==> src/gpio_defines.vh <==
`ifndef GPIO_DEFINES_VH
`define GPIO_DEFINES_VH

// =============================================================
// Port indices on the internal register access port
`define GPIO_PORT_A      3'h0
`define GPIO_PORT_B      3'h1
`define GPIO_PORT_C      3'h2
`define GPIO_PORT_E      3'h3
`define GPIO_PORT_F      3'h4
`define GPIO_PORT_G      3'h5
`define GPIO_PORT_L      3'h6
`define GPIO_NUM_PORTS   7

// =============================================================
// Register selects within a port
`define GPIO_SEL_CFG     2'h0
`define GPIO_SEL_DATA    2'h1
`define GPIO_SEL_PIN     2'h2

// =============================================================
// Port G special bit positions
`define GPIO_G_WDOG_BIT  1
`define GPIO_G_IN_BIT    6
`define GPIO_G_CLK_BIT   7
`define GPIO_G_IDLE_BIT  6
`define GPIO_G_HALT_BIT  7
`define GPIO_G_ALTSK_BIT 6
`define GPIO_G_CKDLY_BIT 7

// =============================================================
// Reset values and widths
`define GPIO_CFG_RST     8'h00
`define GPIO_DATA_RST    8'h00
`define GPIO_F_WIDTH     4

`endif

==> src/gpio_pin_cell.v <==
`include "gpio_defines.vh"

// =============================================================
// One pin: drive and pull-up decode, and a two-stage input synchroniser.
module gpio_pin_cell (
   input  wire i_clk,
   input  wire i_rst_n,
   input  wire i_cfg,
   input  wire i_data,
   input  wire i_pad,
   output wire o_oe,
   output wire o_out,
   output wire o_pu,
   output wire o_level
);
   reg meta;
   reg level;

   assign o_oe    = i_cfg;
   assign o_out   = i_data;
   assign o_pu    = ~i_cfg & i_data;
   assign o_level = level;

   always @(posedge i_clk or negedge i_rst_n) begin
      if (!i_rst_n) begin
         meta  <= 1'b0;
         level <= 1'b0;
      end else begin
         meta  <= i_pad;
         level <= meta;
      end
   end
endmodule // gpio_pin_cell

==> src/gpio_ports.v <==
// What this block does
// - Each pin's configuration and data bits select hi-Z input, pull-up input, drive low or high.
// - Each port has a configuration, output data and pin input register, 8 bits wide except 4 bits on port F.
// - Six 8-bit ports and one 4-bit port exist, each bit configurable on its own except port G pins 6 and 7, and pin 1 with the watchdog option.
// - Port G pin 6 is always a hi-Z input whatever its register bits hold.
// - With the watchdog option, port G pin 1 carries the watchdog output with pull-up.
// - Without the watchdog option, port G pin 1 is an ordinary I/O pin.
// - Port G pin 7 always drives the oscillator clock.
// - Reading port G data bits 6 and 7 returns zero.
// - Writing one to port G data bit 7 requests HALT mode.
// - Writing one to port G data bit 6 requests IDLE mode.
// - Port G configuration bit 6 selects the alternate serial clock phase, bit 7 the start-up delay.
`include "gpio_defines.vh"

module gpio_ports #(
   parameter NP = `GPIO_NUM_PORTS
) (
   input  wire        I_CORE_CLK,
   input  wire        I_NRST,
   input  wire        I_WR,
   input  wire        I_RD,
   input  wire [2:0]  I_PORT,
   input  wire [1:0]  I_SEL,
   input  wire [7:0]  I_WDATA,
   input  wire        I_WDOG_EN,
   input  wire        I_WDOG_OUT,
   input  wire        I_OSC_CLK,
   input  wire [55:0] I_PAD,
   output reg  [7:0]  O_RDATA,
   output reg  [55:0] O_PAD_OUT,
   output reg  [55:0] O_PAD_OE,
   output reg  [55:0] O_PAD_PU,
   output reg         O_OSC_CLOCK_OUT,
   output reg         O_HALT_REQ,
   output reg         O_IDLE_REQ,
   output reg         O_ALT_SK_PHASE,
   output reg         O_CLK_DELAY_EN
);
   // =============================================================
   // Reset release
   reg rst_meta;
   reg rst_n;
   always @(posedge I_CORE_CLK or negedge I_NRST) begin
      if (!I_NRST) begin
         rst_meta <= 1'b0;
         rst_n    <= 1'b0;
      end else begin
         rst_meta <= 1'b1;
         rst_n    <= rst_meta;
      end
   end

   // =============================================================
   // Register storage, flattened one byte per port
   reg  [8*NP-1:0] cfg;
   reg  [8*NP-1:0] data;
   wire [8*NP-1:0] pin_level;
   wire [8*NP-1:0] cell_oe;
   wire [8*NP-1:0] cell_out;
   wire [8*NP-1:0] cell_pu;
   wire            g_wr;

   assign g_wr = I_WR && (I_PORT == `GPIO_PORT_G) && (I_SEL == `GPIO_SEL_DATA);

   always @(posedge I_CORE_CLK or negedge rst_n) begin
      if (!rst_n) begin
         cfg  <= {NP{`GPIO_CFG_RST}};
         data <= {NP{`GPIO_DATA_RST}};
      end else if (I_WR && I_PORT < NP) begin
         // Port F has only four bits; the upper ones stay zero.
         if (I_SEL == `GPIO_SEL_CFG) begin
            cfg[8*I_PORT +: 8] <= (I_PORT == `GPIO_PORT_F) ?
                                  {4'h0, I_WDATA[3:0]} : I_WDATA;
         end else if (I_SEL == `GPIO_SEL_DATA) begin
            data[8*I_PORT +: 8] <= (I_PORT == `GPIO_PORT_F) ?
                                   {4'h0, I_WDATA[3:0]} : I_WDATA;
         end
      end
   end

   // =============================================================
   // Pin cells, one per bit of every port
   genvar gi;
   generate
      for (gi = 0; gi < 8*NP; gi = gi + 1) begin : g_pin
         gpio_pin_cell u_cell (
            .i_clk   (I_CORE_CLK),
            .i_rst_n (rst_n),
            .i_cfg   (cfg[gi]),
            .i_data  (data[gi]),
            .i_pad   (I_PAD[gi]),
            .o_oe    (cell_oe[gi]),
            .o_out   (cell_out[gi]),
            .o_pu    (cell_pu[gi]),
            .o_level (pin_level[gi])
         );
      end
   endgenerate

   // =============================================================
   // Pad drive with port G overrides
   localparam GB = 8*`GPIO_PORT_G;
   reg [8*NP-1:0] next_oe;
   reg [8*NP-1:0] next_out;
   reg [8*NP-1:0] next_pu;

   always @* begin
      next_oe  = cell_oe;
      next_out = cell_out;
      next_pu  = cell_pu;
      // Unbonded port F bits are never driven.
      next_oe[8*`GPIO_PORT_F+4 +: 4]  = 4'h0;
      next_pu[8*`GPIO_PORT_F+4 +: 4]  = 4'h0;
      next_oe[GB+`GPIO_G_IN_BIT]  = 1'b0;
      next_pu[GB+`GPIO_G_IN_BIT]  = 1'b0;
      next_out[GB+`GPIO_G_IN_BIT] = 1'b0;
      next_oe[GB+`GPIO_G_CLK_BIT]  = 1'b1;
      next_pu[GB+`GPIO_G_CLK_BIT]  = 1'b0;
      next_out[GB+`GPIO_G_CLK_BIT] = I_OSC_CLK;
      if (I_WDOG_EN) begin
         // Output high is left to the pull-up, so the pin acts open drain.
         next_oe[GB+`GPIO_G_WDOG_BIT]  = ~I_WDOG_OUT;
         next_out[GB+`GPIO_G_WDOG_BIT] = 1'b0;
         next_pu[GB+`GPIO_G_WDOG_BIT]  = 1'b1;
      end
   end

   // =============================================================
   // Read mux and registered outputs
   reg [7:0] next_rdata;
   always @* begin
      next_rdata = 8'h00;
      if (I_RD && I_PORT < NP) begin
         case (I_SEL)
            `GPIO_SEL_CFG:  next_rdata = cfg[8*I_PORT +: 8];
            `GPIO_SEL_DATA: next_rdata = data[8*I_PORT +: 8];
            `GPIO_SEL_PIN:  next_rdata = pin_level[8*I_PORT +: 8];
            default:        next_rdata = 8'h00;
         endcase
         if (I_PORT == `GPIO_PORT_G && I_SEL == `GPIO_SEL_DATA) begin
            next_rdata[`GPIO_G_HALT_BIT] = 1'b0;
            next_rdata[`GPIO_G_IDLE_BIT] = 1'b0;
         end
         if (I_PORT == `GPIO_PORT_F) begin
            next_rdata[7:4] = 4'h0;
         end
      end
   end

   always @(posedge I_CORE_CLK or negedge rst_n) begin
      if (!rst_n) begin
         O_RDATA         <= 8'h00;
         O_PAD_OUT       <= 56'h0;
         O_PAD_OE        <= 56'h0;
         O_PAD_PU        <= 56'h0;
         O_OSC_CLOCK_OUT <= 1'b0;
         O_HALT_REQ      <= 1'b0;
         O_IDLE_REQ      <= 1'b0;
         O_ALT_SK_PHASE  <= 1'b0;
         O_CLK_DELAY_EN  <= 1'b0;
      end else begin
         O_RDATA         <= next_rdata;
         O_PAD_OUT       <= next_out[55:0];
         O_PAD_OE        <= next_oe[55:0];
         O_PAD_PU        <= next_pu[55:0];
         O_OSC_CLOCK_OUT <= I_OSC_CLK;
         // One-cycle request pulses; the data bits themselves read as zero.
         O_HALT_REQ      <= g_wr & I_WDATA[`GPIO_G_HALT_BIT];
         O_IDLE_REQ      <= g_wr & I_WDATA[`GPIO_G_IDLE_BIT];
         O_ALT_SK_PHASE  <= cfg[GB+`GPIO_G_ALTSK_BIT];
         O_CLK_DELAY_EN  <= cfg[GB+`GPIO_G_CKDLY_BIT];
      end
   end
endmodule // gpio_ports

==> config.mk <==
export PLATFORM = sky130hd
export DESIGN_NAME = gpio_ports
export DESIGN_NICKNAME = d
export VERILOG_FILES = /design/src/gpio_pin_cell.v /design/src/gpio_ports.v
export VERILOG_INCLUDE_DIRS = /design/src /design/src/src
export SDC_FILE = /design/constraint.sdc
export NUM_CORES = 1
export LEC_CHECK = 0
export BUFFER_PORTS_ARGS = -buffer_cell sky130_fd_sc_hd__clkbuf_2
export CORE_MARGIN = 2
export CORE_UTILIZATION = 50
export DETAILED_ROUTE_END_ITERATION = 16
export GPL_TIMING_DRIVEN = 0
export PLACE_DENSITY = 0.81
export SLEW_MARGIN = 20
export SYNTH_ARGS = -nofsm -noshare
export SYNTH_HDL_FRONTEND = slang
export SYNTH_HIERARCHICAL = 1
export SYNTH_SLANG_ARGS = --single-unit
==> constraint.sdc <==
create_clock -name I_CORE_CLK -period 12 [get_ports I_CORE_CLK]
set_input_delay 0.6 -clock I_CORE_CLK [delete_from_list [all_inputs] [get_ports I_CORE_CLK]]
set_output_delay 0.6 -clock I_CORE_CLK [all_outputs]
set_load 0.01 [all_outputs]
== Yosys cells after proc, flatten, opt, wreduce, memory -nomap -nowiden ==
Index checks and enable logic that the tools add are counted.

* Equality and inequality tests: 4
* Shifts and indexed selects: 5
* Add/sub/neg operators: 1
* Reductions and logical operators: 8
* $lt $le $gt $ge: 1
* Bitwise operators: 104
* Mux-type cells: 10

{| class="wikitable"
|+ Operators by type and width
! operator !! number
|-
| 56-bit by 7-bit variable part select with 8-bit output || 3
|-
| 56-bit bitwise mux || 2
|-
| 8-bit by 34-bit variable shift with 56-bit output, first input constant || 1
|-
| 8-bit by 34-bit variable part select with 56-bit output || 1
|-
| 1-bit AND || 52
|-
| 1-bit inverter || 52
|-
| 6-bit negation with 34-bit output || 1
|-
| 8-bit case mux with 3 select lines || 1
|-
| 8-bit 2-to-1 mux || 2
|-
| 3-bit equality test, second input constant || 2
|-
| 1-bit logical AND || 5
|-
| 4-bit 2-to-1 mux || 1
|-
| 3-bit less-than comparator, second input constant || 1
|-
| 1-bit 2-to-1 mux || 3
|-
| 3-bit AND reduction || 1
|-
| 2-bit by 1-bit equality test with 1-bit output, second input constant || 1
|-
| 2-bit equality test, second input constant || 1
|-
| 2-bit logical NOT || 1
|-
| 2-bit 2-to-1 mux || 1
|-
| 2-bit AND reduction || 1
|}

* Bits of input ports: 76
* Output and inout port bits: 181
* Flip-flop bits (word level): 395

== Depth between registers and ports, before layout ==
Gate-level depths: netlist of run 1.

* Word-level depth: 5
* Gate-level depth with buffers: 11
* Mapped depth without buffers: 7

== By module ==
Netlist of run 1, hierarchy kept.

{| class="wikitable"
|+ Modules (own cells, without submodules)
! module !! cells an instance !! instances !! area an instance (um2)
|-
| gpio_ports || 756 || 1 || 10422.5
|-
| gpio_pin_cell || 5 || 56 || 78.8
|}

== Worst setup path after synthesis of run 1 ==
Ideal clock, no wire load.

* Path type: in2reg
* Start: input port I_PORT[0]
* End: register cfg[30]
* Arrival time: 2.949 ns
* Stages: 10
* Library setup time: 0.125 ns
* Setup slack: 8.926 ns
* Data required time: 11.875 ns
* Buffers on the path: 4
* Path through: buf_6 -> clkinv_1 -> clkbuf_1 -> ha_1 -> ha_1 -> buf_2 -> nand3_1 -> or4b_1 -> clkbuf_1 -> mux2_2

* Cells in the longest elaborated chain, start to end: 4

{| class="wikitable"
|+ RTL lines
! item !! RTL line !! RTL
|-
| start, declared || gpio_ports.v:22 || <nowiki>input wire [2:0] I_PORT,</nowiki>
|-
| parallel branches: the longest is 4 deep, another holds 6-bit negation with 34-bit output || n/a ||
|-
| end signal, assigned || gpio_ports.v:67 || <nowiki>cfg <= {NP{`GPIO_CFG_RST}};</nowiki>
|-
| end signal, assigned by index || gpio_ports.v:72 || <nowiki>cfg[8*I_PORT +: 8] <= (I_PORT == `GPIO_PORT_F) ?</nowiki>
|-
| end, declared || gpio_ports.v:55 || <nowiki>reg [8*NP-1:0] cfg;</nowiki>
|}

Several ways; the timed one is not identified.
A chain may end at the register's enable or synchronous reset.

== Worst setup path after layout of run 1 ==
* Start: input port I_PORT[0]
* End: register cfg[31]

The elaborated chain is that of the path after synthesis.

==> results of run 1 <==
-- layout make-up --
type	count	area, um2	area share
Timing Repair Buffer	252	1409	0.07897
Antenna cell	4	10.01	0.0005610
Tap cell	384	480.5	0.02693
Buffer	157	1046	0.05863
Sequential cell	394	9863	0.5528
Inverter	12	45.04	0.002525
Clock inverter	15	118.9	0.006662
Multi-Input combinational cell	471	3789	0.2124
Clock buffer	50	1080	0.06052
-- through the flow --
step | total power [mW] | instances
5_1_grt | 3.039 | 1738
3_5_place_dp | 1.796 | 1669
3_3_place_gp | 1.778 | 1662
6_report | 2.927 | 1739
2_1_floorplan | 1.666 | 1034
4_1_cts | 2.949 | 1735
-- power breakdown --
group / internal (mW) / switching (mW)
clock network: 0.659 / 0.495
logic: 0.136 / 0.155
registers: 1.42 / 0.0650
total: 2.21 / 0.715
-- registers in the layout, summed over array words and instances, names as in the netlist --
register / flops
data: 56
cfg: 56
g_pin.u_cell/meta: 56
rst_n: 1
O_HALT_REQ: 1
O_IDLE_REQ: 1
O_PAD_OE: 51
O_RDATA: 8
g_pin.u_cell/o_level: 56
O_CLK_DELAY_EN: 1
O_ALT_SK_PHASE: 1
rst_meta: 1
O_PAD_PU: 50
O_PAD_OUT: 55
-- critical path, cell delays in order --
cell	delay, ps
clkbuf_2	130
buf_6	140
clkinv_1	220
clkbuf_1	360
ha_1	330
ha_1	270
buf_2	300
nand3_1	140
or4b_1	600
clkbuf_1	260
mux2_2	320
-- layout by cell type (no fill, tap or decap), types with 5 or more instances in the layout --
master,count
a211oi_1,45
a221oi_1,7
a22oi_1,47
and3_1,12
buf_1,8
buf_16,5
buf_4,117
clkbuf_1,35
clkbuf_16,41
clkbuf_2,244
clkinv_2,9
conb_1,14
dfrtp_1,393
ha_1,10
inv_1,11
mux2_2,87
mux2i_1,12
nand2_1,31
nand2b_1,6
nand3_1,5
nor2_1,55
nor2b_4,50
nor3_1,27
o21ai_0,28
o31ai_1,7
-- how the worst max path moves through the flow --
stage	startpoint	to	depth (start not counted)
6_report	I_PORT[0]	cfg[31]$_DFFE_PN0P_	11
3_3_place_gp	rst_n$_DFF_PN0_	O_PAD_OUT[8]$_DFF_PN0_	0
2_1_floorplan	rst_n$_DFF_PN0_	O_ALT_SK_PHASE$_DFF_PN0_	0
5_1_grt	I_PORT[0]	cfg[30]$_DFFE_PN0P_	11
3_5_place_dp	I_PORT[0]	cfg[31]$_DFFE_PN0P_	11
4_1_cts	I_PORT[0]	cfg[31]$_DFFE_PN0P_	11
-- routing by layer --
layer / vias up / GRT usage / routed length [um]
li1: 3999 / - / -
met1: 4602 / 0.3099 / 14500
met2: 396 / 0.3878 / 17280
met3: 80 / 0.05346 / 2681
met4: 0 / 0.07507 / 1027
met5: - / 0 / 0
==> out/metrics.yaml, run 1 <==
status:
  outcome: "finished, final reports clean"
yosys:
  yosys_warnings: 6
  synth_cells: 1022
  avgSynthCellArea_um2: 14.38
  syn_area_mm2: 0.01469
floorplanning:
  core.rowCount: 62
  dieArea_mm2: 0.03078
  num_io_pins: 257
  initial_core_util: 0.5092
  die_h_um: 175.4
  fp.dieW_um: 175.4
  core_area_mm2: 0.02886
setup_path:
  startpoint_type: "input pin"
  worst_ep_required_time_ps: 12410
  r2r-start: "data[35]$_DFFE_PN0P_"
  r2r_cells: 4
  regToRegSetupSlack_ps: 10030
  worstSetupPathType: "in -> reg"
  worstSetupEndpointType: "register"
  crit_path_max_fanout: 11
  timing.rr.end: "O_RDATA[3]$_DFF_PN0_"
  arrival_ps: 3680
finish:
  n_fill_cell: 2238
  nets: 1414
  fin_area_mm2: 0.01784
  area_delta_synth_final_pct: 21.42
  drive_above_1_share: 0.4264
  final_core_util: 0.6182
timing:
  finalCritPeriodShare: 0.2727
  layout_setup_ws_ps: 8727
  relSlewSlack: 0.5080
  holdWs_ps: 180.0
  finalSetupViolations: 0
  rsz0062_at_grt: "no"
  post-route-min-period_ps: 3273
  tns_ps: 0
  fmax_ghz: 0.3056
  drv_slew: 0
  finClkSkew_ps: 9.700
  max_slew.worst_pin.slew_ps: 719.5
  finalHoldViolCount: 0
placement:
  dp_slack_ps: 8241
  placed_cell_area_mm2: 0.01662
  portBuffers: 244
  place.gp.congestion: 0.9111
  dp_hpwl_mm: 25.92
clock_network:
  clk_pin_slew_worst_paths_ps: 60
  numCtsBuffers: 40
  cts_hold_buf: 1
  htreeDepth: 2
  clk_path_buf_depth: 3
  clock_sinks: 394
  clk_latency_ps: 520
  cts_tree: "yes"
  cts_setup_buffers: 0
  cts_root_buf: "clkbuf_16"
  ctsResizeCount: 0
hold_path:
  whs_path_depth: 1
  hold_path_class: "in -> reg"
  hold_end: "g_pin[35].u_cell/meta$_DFF_PN0_"
  min_from: "I_PAD[35]"
routing:
  detail_route.iter0.violations: 604
  drc_errors: 0
  drt-vias-per-instance: 5.220
  ant_nets: 0
  finalWirelength_mm: 35.50
  wl_per_cell_um: 20.41
  drt_first_pass_iters: 5
  routed-via-count: 9077
global_routing:
  grtUsageTotal: 0.2343
  grt_overflow: 0
  grt_pass1_vias: 9439
  grt_pass1_wl_mm: 54.25
  grt_max_degree: 64
  antenna_found_initial: 4
power_and_ir_drop:
  peakVddDrop_uv: 129.0
  power_density_mw_per_mm2: 164.0
  leakagePower_nw: 9.061
flow_run:
  drv_cap: 0
(Power assumes the default switching activity.)
==> run 2, diff against run 1 <==
clock period = 2.9 ns   (was 12 ns; I/O delays follow)
==> run 2 against run 1 <==
Effect of this change:
- cell count grew 3.7%
- combinational power grew to 4.4 times the previous value
- sequential power rose to 4.1 times the previous value
- flip-flop and latch count unchanged
- global-route usage is 1.1 points higher
- register-to-register slack worse by 9100 ps
- non-clock buffer count rose by 63
- clock power grew to 4.5 times the previous value
- core utilization is 2.6 points higher
- largest power group unchanged
==> out/metrics.yaml, run 2 (synthesized netlist as in run 1, its figures left out) <==
status:
  outcome: "finished, final reports clean"
timing:
  finClkSkew_ps: 10.89
  max_slew.worst_pin.slew_ps: 752.4
  finalHoldViolCount: 0
  relSlewSlack: 0.4946
  fmax_ghz: 0.3664
  post-route-min-period_ps: 2729
  rsz0062_at_grt: "no"
  finalSetupViolations: 0
  finalCritPeriodShare: 0.9410
  drv_slew: 0
routing:
  routed-via-count: 9416
  drt-vias-per-instance: 5.220
  drt_first_pass_iters: 5
  detail_route.iter0.violations: 780
  wl_per_cell_um: 20.77
  ant_nets: 0
  finalWirelength_mm: 37.47
  drc_errors: 0
setup_path:
  worstSetupEndpointType: "register"
  r2r_cells: 4
  r2r-start: "cfg[35]$_DFFE_PN0P_"
  timing.rr.end: "O_RDATA[3]$_DFF_PN0_"
  startpoint_type: "input pin"
  worstSetupPathType: "in -> reg"
  worst_ep_required_time_ps: 3300
  arrival_ps: 3130
  regToRegSetupSlack_ps: 960
  crit_path_max_fanout: 11
placement:
  dp_hpwl_mm: 25.87
  placed_cell_area_mm2: 0.01663
  place.gp.congestion: 0.9119
  portBuffers: 244
power_and_ir_drop:
  power_density_mw_per_mm2: 677.6
  leakagePower_nw: 9.379
  peakVddDrop_uv: 559.2
clock_network:
  clock_sinks: 394
  clk_pin_slew_worst_paths_ps: 60
  clk_path_buf_depth: 3
  htreeDepth: 2
  numCtsBuffers: 39
  cts_tree: "yes"
  clk_latency_ps: 530
  cts_root_buf: "clkbuf_16"
finish:
  final_common_cell: "dfrtp_1"
  layout_common_cells: "393 x dfrtp_1, 245 x clkbuf_2, 117 x buf_4, 87 x mux2_2, 64 x dlygate4sd3_1"
  area_delta_synth_final_pct: 26.55
  fin_area_mm2: 0.01860
  final_core_util: 0.6444
  nets: 1476
  drive_above_1_share: 0.4075
floorplanning:
  core.rowCount: 62
  num_io_pins: 257
  dieArea_mm2: 0.03078
  initial_core_util: 0.5092
  die_h_um: 175.4
  core_area_mm2: 0.02886
  fp.dieW_um: 175.4
global_routing:
  grt_max_degree: 57
  grtUsageTotal: 0.2458
  grt_pass1_wl_mm: 56.89
  grt_overflow: 0
  grt_pass1_vias: 9836
  antenna_found_initial: 5
hold_path:
  min_from: "I_WR"
  hold_path_class: "in -> reg"
  whs_path_depth: 2
  hold_end: "O_HALT_REQ$_DFF_PN0_"
flow_run:
  drv_cap: 0
## run 2: changes by cell type in the layout (fill, tap and decap cells not counted), sizes merged
| cell | previous run | this run |
|---|---|---|
| clkinv | 12 | 7 |
| bufinv | 1 | 4 |
| dlygate4sd3 | 1 | 64 |
| inv | 14 | 11 |
| clkbuf | 322 | 329 |
## run 2: worst max-delay path by stage
stage / from / to / slack (ps)
after CTS: I_PORT[0] / cfg[30]$_DFFE_PN0P_ / 150
final: I_PORT[0] / cfg[30]$_DFFE_PN0P_ / 170
after floorplan: rst_n$_DFF_PN0_ / O_ALT_SK_PHASE$_DFF_PN0_ / -970
after global placement: rst_n$_DFF_PN0_ / O_PAD_OUT[15]$_DFF_PN0_ / -2080
after detailed placement: I_PORT[0] / cfg[30]$_DFFE_PN0P_ / -380
after global routing: I_PORT[0] / cfg[30]$_DFFE_PN0P_ / 3
## run 2: worst max-delay path, stage by stage
cell      delay, ps
clkbuf_2        130
buf_6           140
clkinv_1        230
clkbuf_2        320
ha_1            290
ha_1            270
buf_2           280
nand3_1         140
or4b_1          590
clkbuf_1        260
mux2_2          320
## run 2: what timing repair did
action	4_1_cts	5_1_grt
setup buffers	0	0
endpoints found under the setup margin	0	10
resized for setup	0	2
endpoints found under the hold margin	64	0
hold buffers	64	0
## run 2: stage by stage
stage	power (mW)	setup slack (ps)	cells	TNS, ps	hold WS, ps
2_1_floorplan	6.890	-973.4	1034	-381560	-150.6
6_report	12.60	171.0	1804	0	37.25
4_1_cts	12.66	153.2	1800	0	2.048
3_3_place_gp	7.346	-2081	1662	-812660	-69.42
5_1_grt	13.04	3.492	1803	0	23.74
3_5_place_dp	7.430	-375.2	1669	-11090	-68.07
## run 2: final cells by class
cell class | count | area (um2)
multi-input combinational | 471 | 3789
antenna | 4 | 10.01
timing repair buffer | 315 | 2047
inverter | 12 | 45.04
buffer | 157 | 1047
sequential | 394 | 9863
clock inverter | 10 | 157.7
clock buffer | 57 | 1156
tap | 384 | 480.5
fill | 2077 | 10260
## run 2: report_power, final
part | switching (mW) | internal (mW)
combinational | 0.666 | 0.620
clock | 2.06 | 3.12
sequential | 0.278 | 5.86
total | 3.00 | 9.60
## run 2: per-layer routing
layer	vias to the layer above	global-route usage	wire (um)
met4	4	0.09539	1378
li1	4127	-	-
met5	-	0	26
met1	4776	0.3165	14820
met3	102	0.05931	2799
met2	407	0.4058	18440
==> run 3, diff against run 2 <==
CORE_UTILIZATION = 49   (was 50)
SYNTH_HIERARCHICAL = not set   (was 1)
==> run 3 against run 2 <==
Effect of this change:
- maximum frequency rose by 12%
- die area shrank 6.0%
- cell count down 11%
- largest cell class unchanged
- design area is 6.7% lower
- clock skew is 1.1 ps lower
- largest power group unchanged
- non-clock buffer count decreased by 108
- critical path type unchanged
- worst hold slack better by 54 ps
- sequential power fell by 2%
- sequential share of layout area is 3.8 points higher
- first-iteration DRC count is 4.9% lower
- flip-flop and latch count did not move
- core utilization down 0.22 points
==> out/metrics.yaml, run 3 <==
timing:
  fmax_ghz: 0.4103
  max_slew.worst_pin.slew_ps: 799.0
  post-route-min-period_ps: 2438
  relSlewSlack: 0.4673
  tns_ps: 0
  finalCritPeriodShare: 0.8405
  finalHoldViolCount: 0
  rsz0062_at_grt: "no"
  finalSetupViolations: 0
  finClkSkew_ps: 9.771
  layout_setup_ws_ps: 462.5
  drv_slew: 0
setup_path:
  worstSetupEndpointType: "register"
  startpoint_type: "input pin"
  worst_ep_required_time_ps: 3270
  arrival_ps: 2810
  r2r_cells: 5
  r2r-start: "rst_n$_DFF_PN0_"
  regToRegSetupSlack_ps: 1040
  worstSetupPathType: "in -> reg"
  timing.rr.end: "O_PAD_PU[50]$_DFF_PN0_"
  crit_path_max_fanout: 10
hold_path:
  min_from: "I_WDATA[3]"
  hold_path_class: "in -> reg"
  whs_path_depth: 3
  hold_end: "data[27]$_DFFE_PN0P_"
routing:
  drt_first_pass_iters: 6
  drc_errors: 0
  ant_nets: 0
  drt-vias-per-instance: 5.391
  detail_route.iter0.violations: 742
  routed-via-count: 8641
  wl_per_cell_um: 22.27
  finalWirelength_mm: 35.70
power_and_ir_drop:
  peakVddDrop_uv: 488.3
  power_density_mw_per_mm2: 697.7
  p_int_mw: 9.281
  leakagePower_nw: 8.888
  power_switching_mw: 2.828
  clkPwrFrac: 0.420
  p_sw_frac: 0.2335
  comb_power_share: 0.083
  total_power_mw: 12.11
  pwr-share-seq: 0.497
yosys:
  synthAdderAreaFrac: 0.009256
  synth_edf_count: 0
  yosys-top-cells-count: "394 x dfrtp_1, 96 x mux2_2, 53 x nor2b_1"
  yosys_warnings: 0
  ys_top_cells_by_area: "dfrtp_1 73%, mux2_2 8.0%, mux4_2 2.7%"
  ys_ff_latch: 394
  synth_top_cell_by_area: "dfrtp_1"
  yosysMostFrequentCell: "dfrtp_1"
  synth_cell_types: 37
  synth_ff_type: "dfrtp_1"
  synth_xor_area_frac: 0
  synth_top_family_by_area: "multiplexers"
  synth_compound_area_frac: 0.06007
  synth_cells: 866
  syn_area_mm2: 0.01352
  avgSynthCellArea_um2: 15.61
  synthMuxAreaShare: 0.1096
  yosys.area_share.simple: 0.07044
  synth_top_area_share: 0.7294
  seq_area_frac_synth: 0.7294
  async_flop_share: 1.000
global_routing:
  antenna_found_initial: 0
  grt_max_degree: 63
  gr-max-usage-layer: "met2"
  gr-usage-met3: 0.04837
  grt_use_met1: 0.3461
  grt_pass1_wl_mm: 54.19
  grt_pass1_vias: 9073
  grtUsageMet2: 0.4079
  grt_overflow: 0
  grtUsageTotal: 0.2542
placement:
  portBuffers: 244
  dp_slack_ps: 27.42
  dp_hpwl_mm: 24.47
  placed_cell_area_mm2: 0.01540
  place.gp.congestion: 0.9196
floorplanning:
  core_area_mm2: 0.02703
  dieArea_mm2: 0.02893
  die_h_um: 170.1
  initial_core_util: 0.5002
  num_io_pins: 257
  core.rowCount: 60
  fp.dieW_um: 170.1
finish:
  layout_common_cells: "393 x dfrtp_1, 244 x clkbuf_2, 96 x mux2_2, 66 x dlygate4sd3_1, 53 x nor2b_1"
  n_fill_cell: 1937
  antennaDiodeCount: 0
  final_common_cell: "dfrtp_1"
  nets: 1322
  area_delta_synth_final_pct: 28.39
  fin_area_mm2: 0.01736
  drive_above_1_share: 0.3700
status:
  outcome: "finished, final reports clean"
clock_network:
  htreeDepth: 2
  cts_root_buf: "clkbuf_16"
  numCtsBuffers: 38
  ctsResizeCount: 0
  clk_latency_ps: 520
  clk_path_buf_depth: 3
  clk_pin_slew_worst_paths_ps: 60
  cts_tree: "yes"
  clock_sinks: 394
flow_run:
  drv_cap: 0
run 3: changes by cell type in the layout (fill, tap and decap cells not counted), moves of 18 or more:
cell      delta
buf_4      -103
a22oi_1     -27
a211oi_1    -37
clkbuf_1    -20
nor3_1      -18
nor2b_4     -50
nor2_1      -22
a22o_1      +30
nor2b_1     +50
run 3: final cells by class:
type / instances / area, um2 / share of cell area
Multi-Input combinational cell: 429 / 3423 / 0.1972
Inverter: 9 / 33.78 / 0.001947
Tap cell: 341 / 426.7 / 0.02458
Timing Repair Buffer: 318 / 2072 / 0.1194
Buffer: 46 / 246.5 / 0.01420
Sequential cell: 394 / 9863 / 0.5683
Clock buffer: 46 / 1052 / 0.06063
Clock inverter: 20 / 237.7 / 0.01370
run 3: worst max-delay path, cell delays in order:
cell	delay [ps]
clkbuf_2	180
clkbuf_1	410
inv_1	180
ha_1	250
ha_1	360
o31a_1	250
nand4_1	350
clkbuf_1	370
nand2_1	160
o21ai_0	130
run 3: power by group through the flow:
stage                     Combinational (mW)  Clock (mW)  Sequential, mW
after floorplan                        0.373           0            6.18
after global placement                 0.775           0            6.19
after detailed placement               0.920           0            6.11
after CTS                               1.00        5.12            6.02
after global routing                    1.09        5.38            6.05
final                                   1.00        5.09            6.02
run 3: routing by layer:
metal / up-vias / wire length [um]
met5: - / 0
met4: 0 / 1472
met3: 101 / 2614
met2: 416 / 17120
met1: 4388 / 14490
li1: 3736 / -
run 3: worst max-delay path by stage:
stage | from | to | slack, ps
6_report | I_PORT[1] | data[25]$_DFFE_PN0P_ | 460
5_1_grt | I_PORT[1] | data[25]$_DFFE_PN0P_ | 350
4_1_cts | I_PORT[1] | data[38]$_DFFE_PN0P_ | 510
3_5_place_dp | I_PORT[1] | data[38]$_DFFE_PN0P_ | 30
3_3_place_gp | rst_n$_DFF_PN0_ | O_PAD_OUT[51]$_DFF_PN0_ | -2020
2_1_floorplan | rst_n$_DFF_PN0_ | O_ALT_SK_PHASE$_DFF_PN0_ | -970
run 3: metrics by stage:
stage | hold WS, ps | utilization | cells
after CTS | 78.24 | 0.6422 | 1603
after global routing | 92.34 | 0.6422 | 1603
after floorplan | -150.6 | - | 878
final | 91.45 | 0.6422 | 1603
after global placement | -69.09 | 0.5630 | 1463
after detailed placement | -67.89 | 0.5700 | 1471
run 3: cells by family (layout without fill, tap and decap cells):
| logic type | Yosys count | count (layout) |
|---|---|---|
| flops | 394 | 394 |
| buf+inv | 55 | 439 |
| other cells | 2 | 14 |
| compound gates | 115 | 115 |
| fa+ha+maj | 10 | 10 |
| simple gates | 174 | 174 |
| mux | 116 | 116 |
run 3: timing repair:
item	CTS	global route
setup buffers	0	0
hold buffers	66	0
endpoints found under the hold margin	64	0
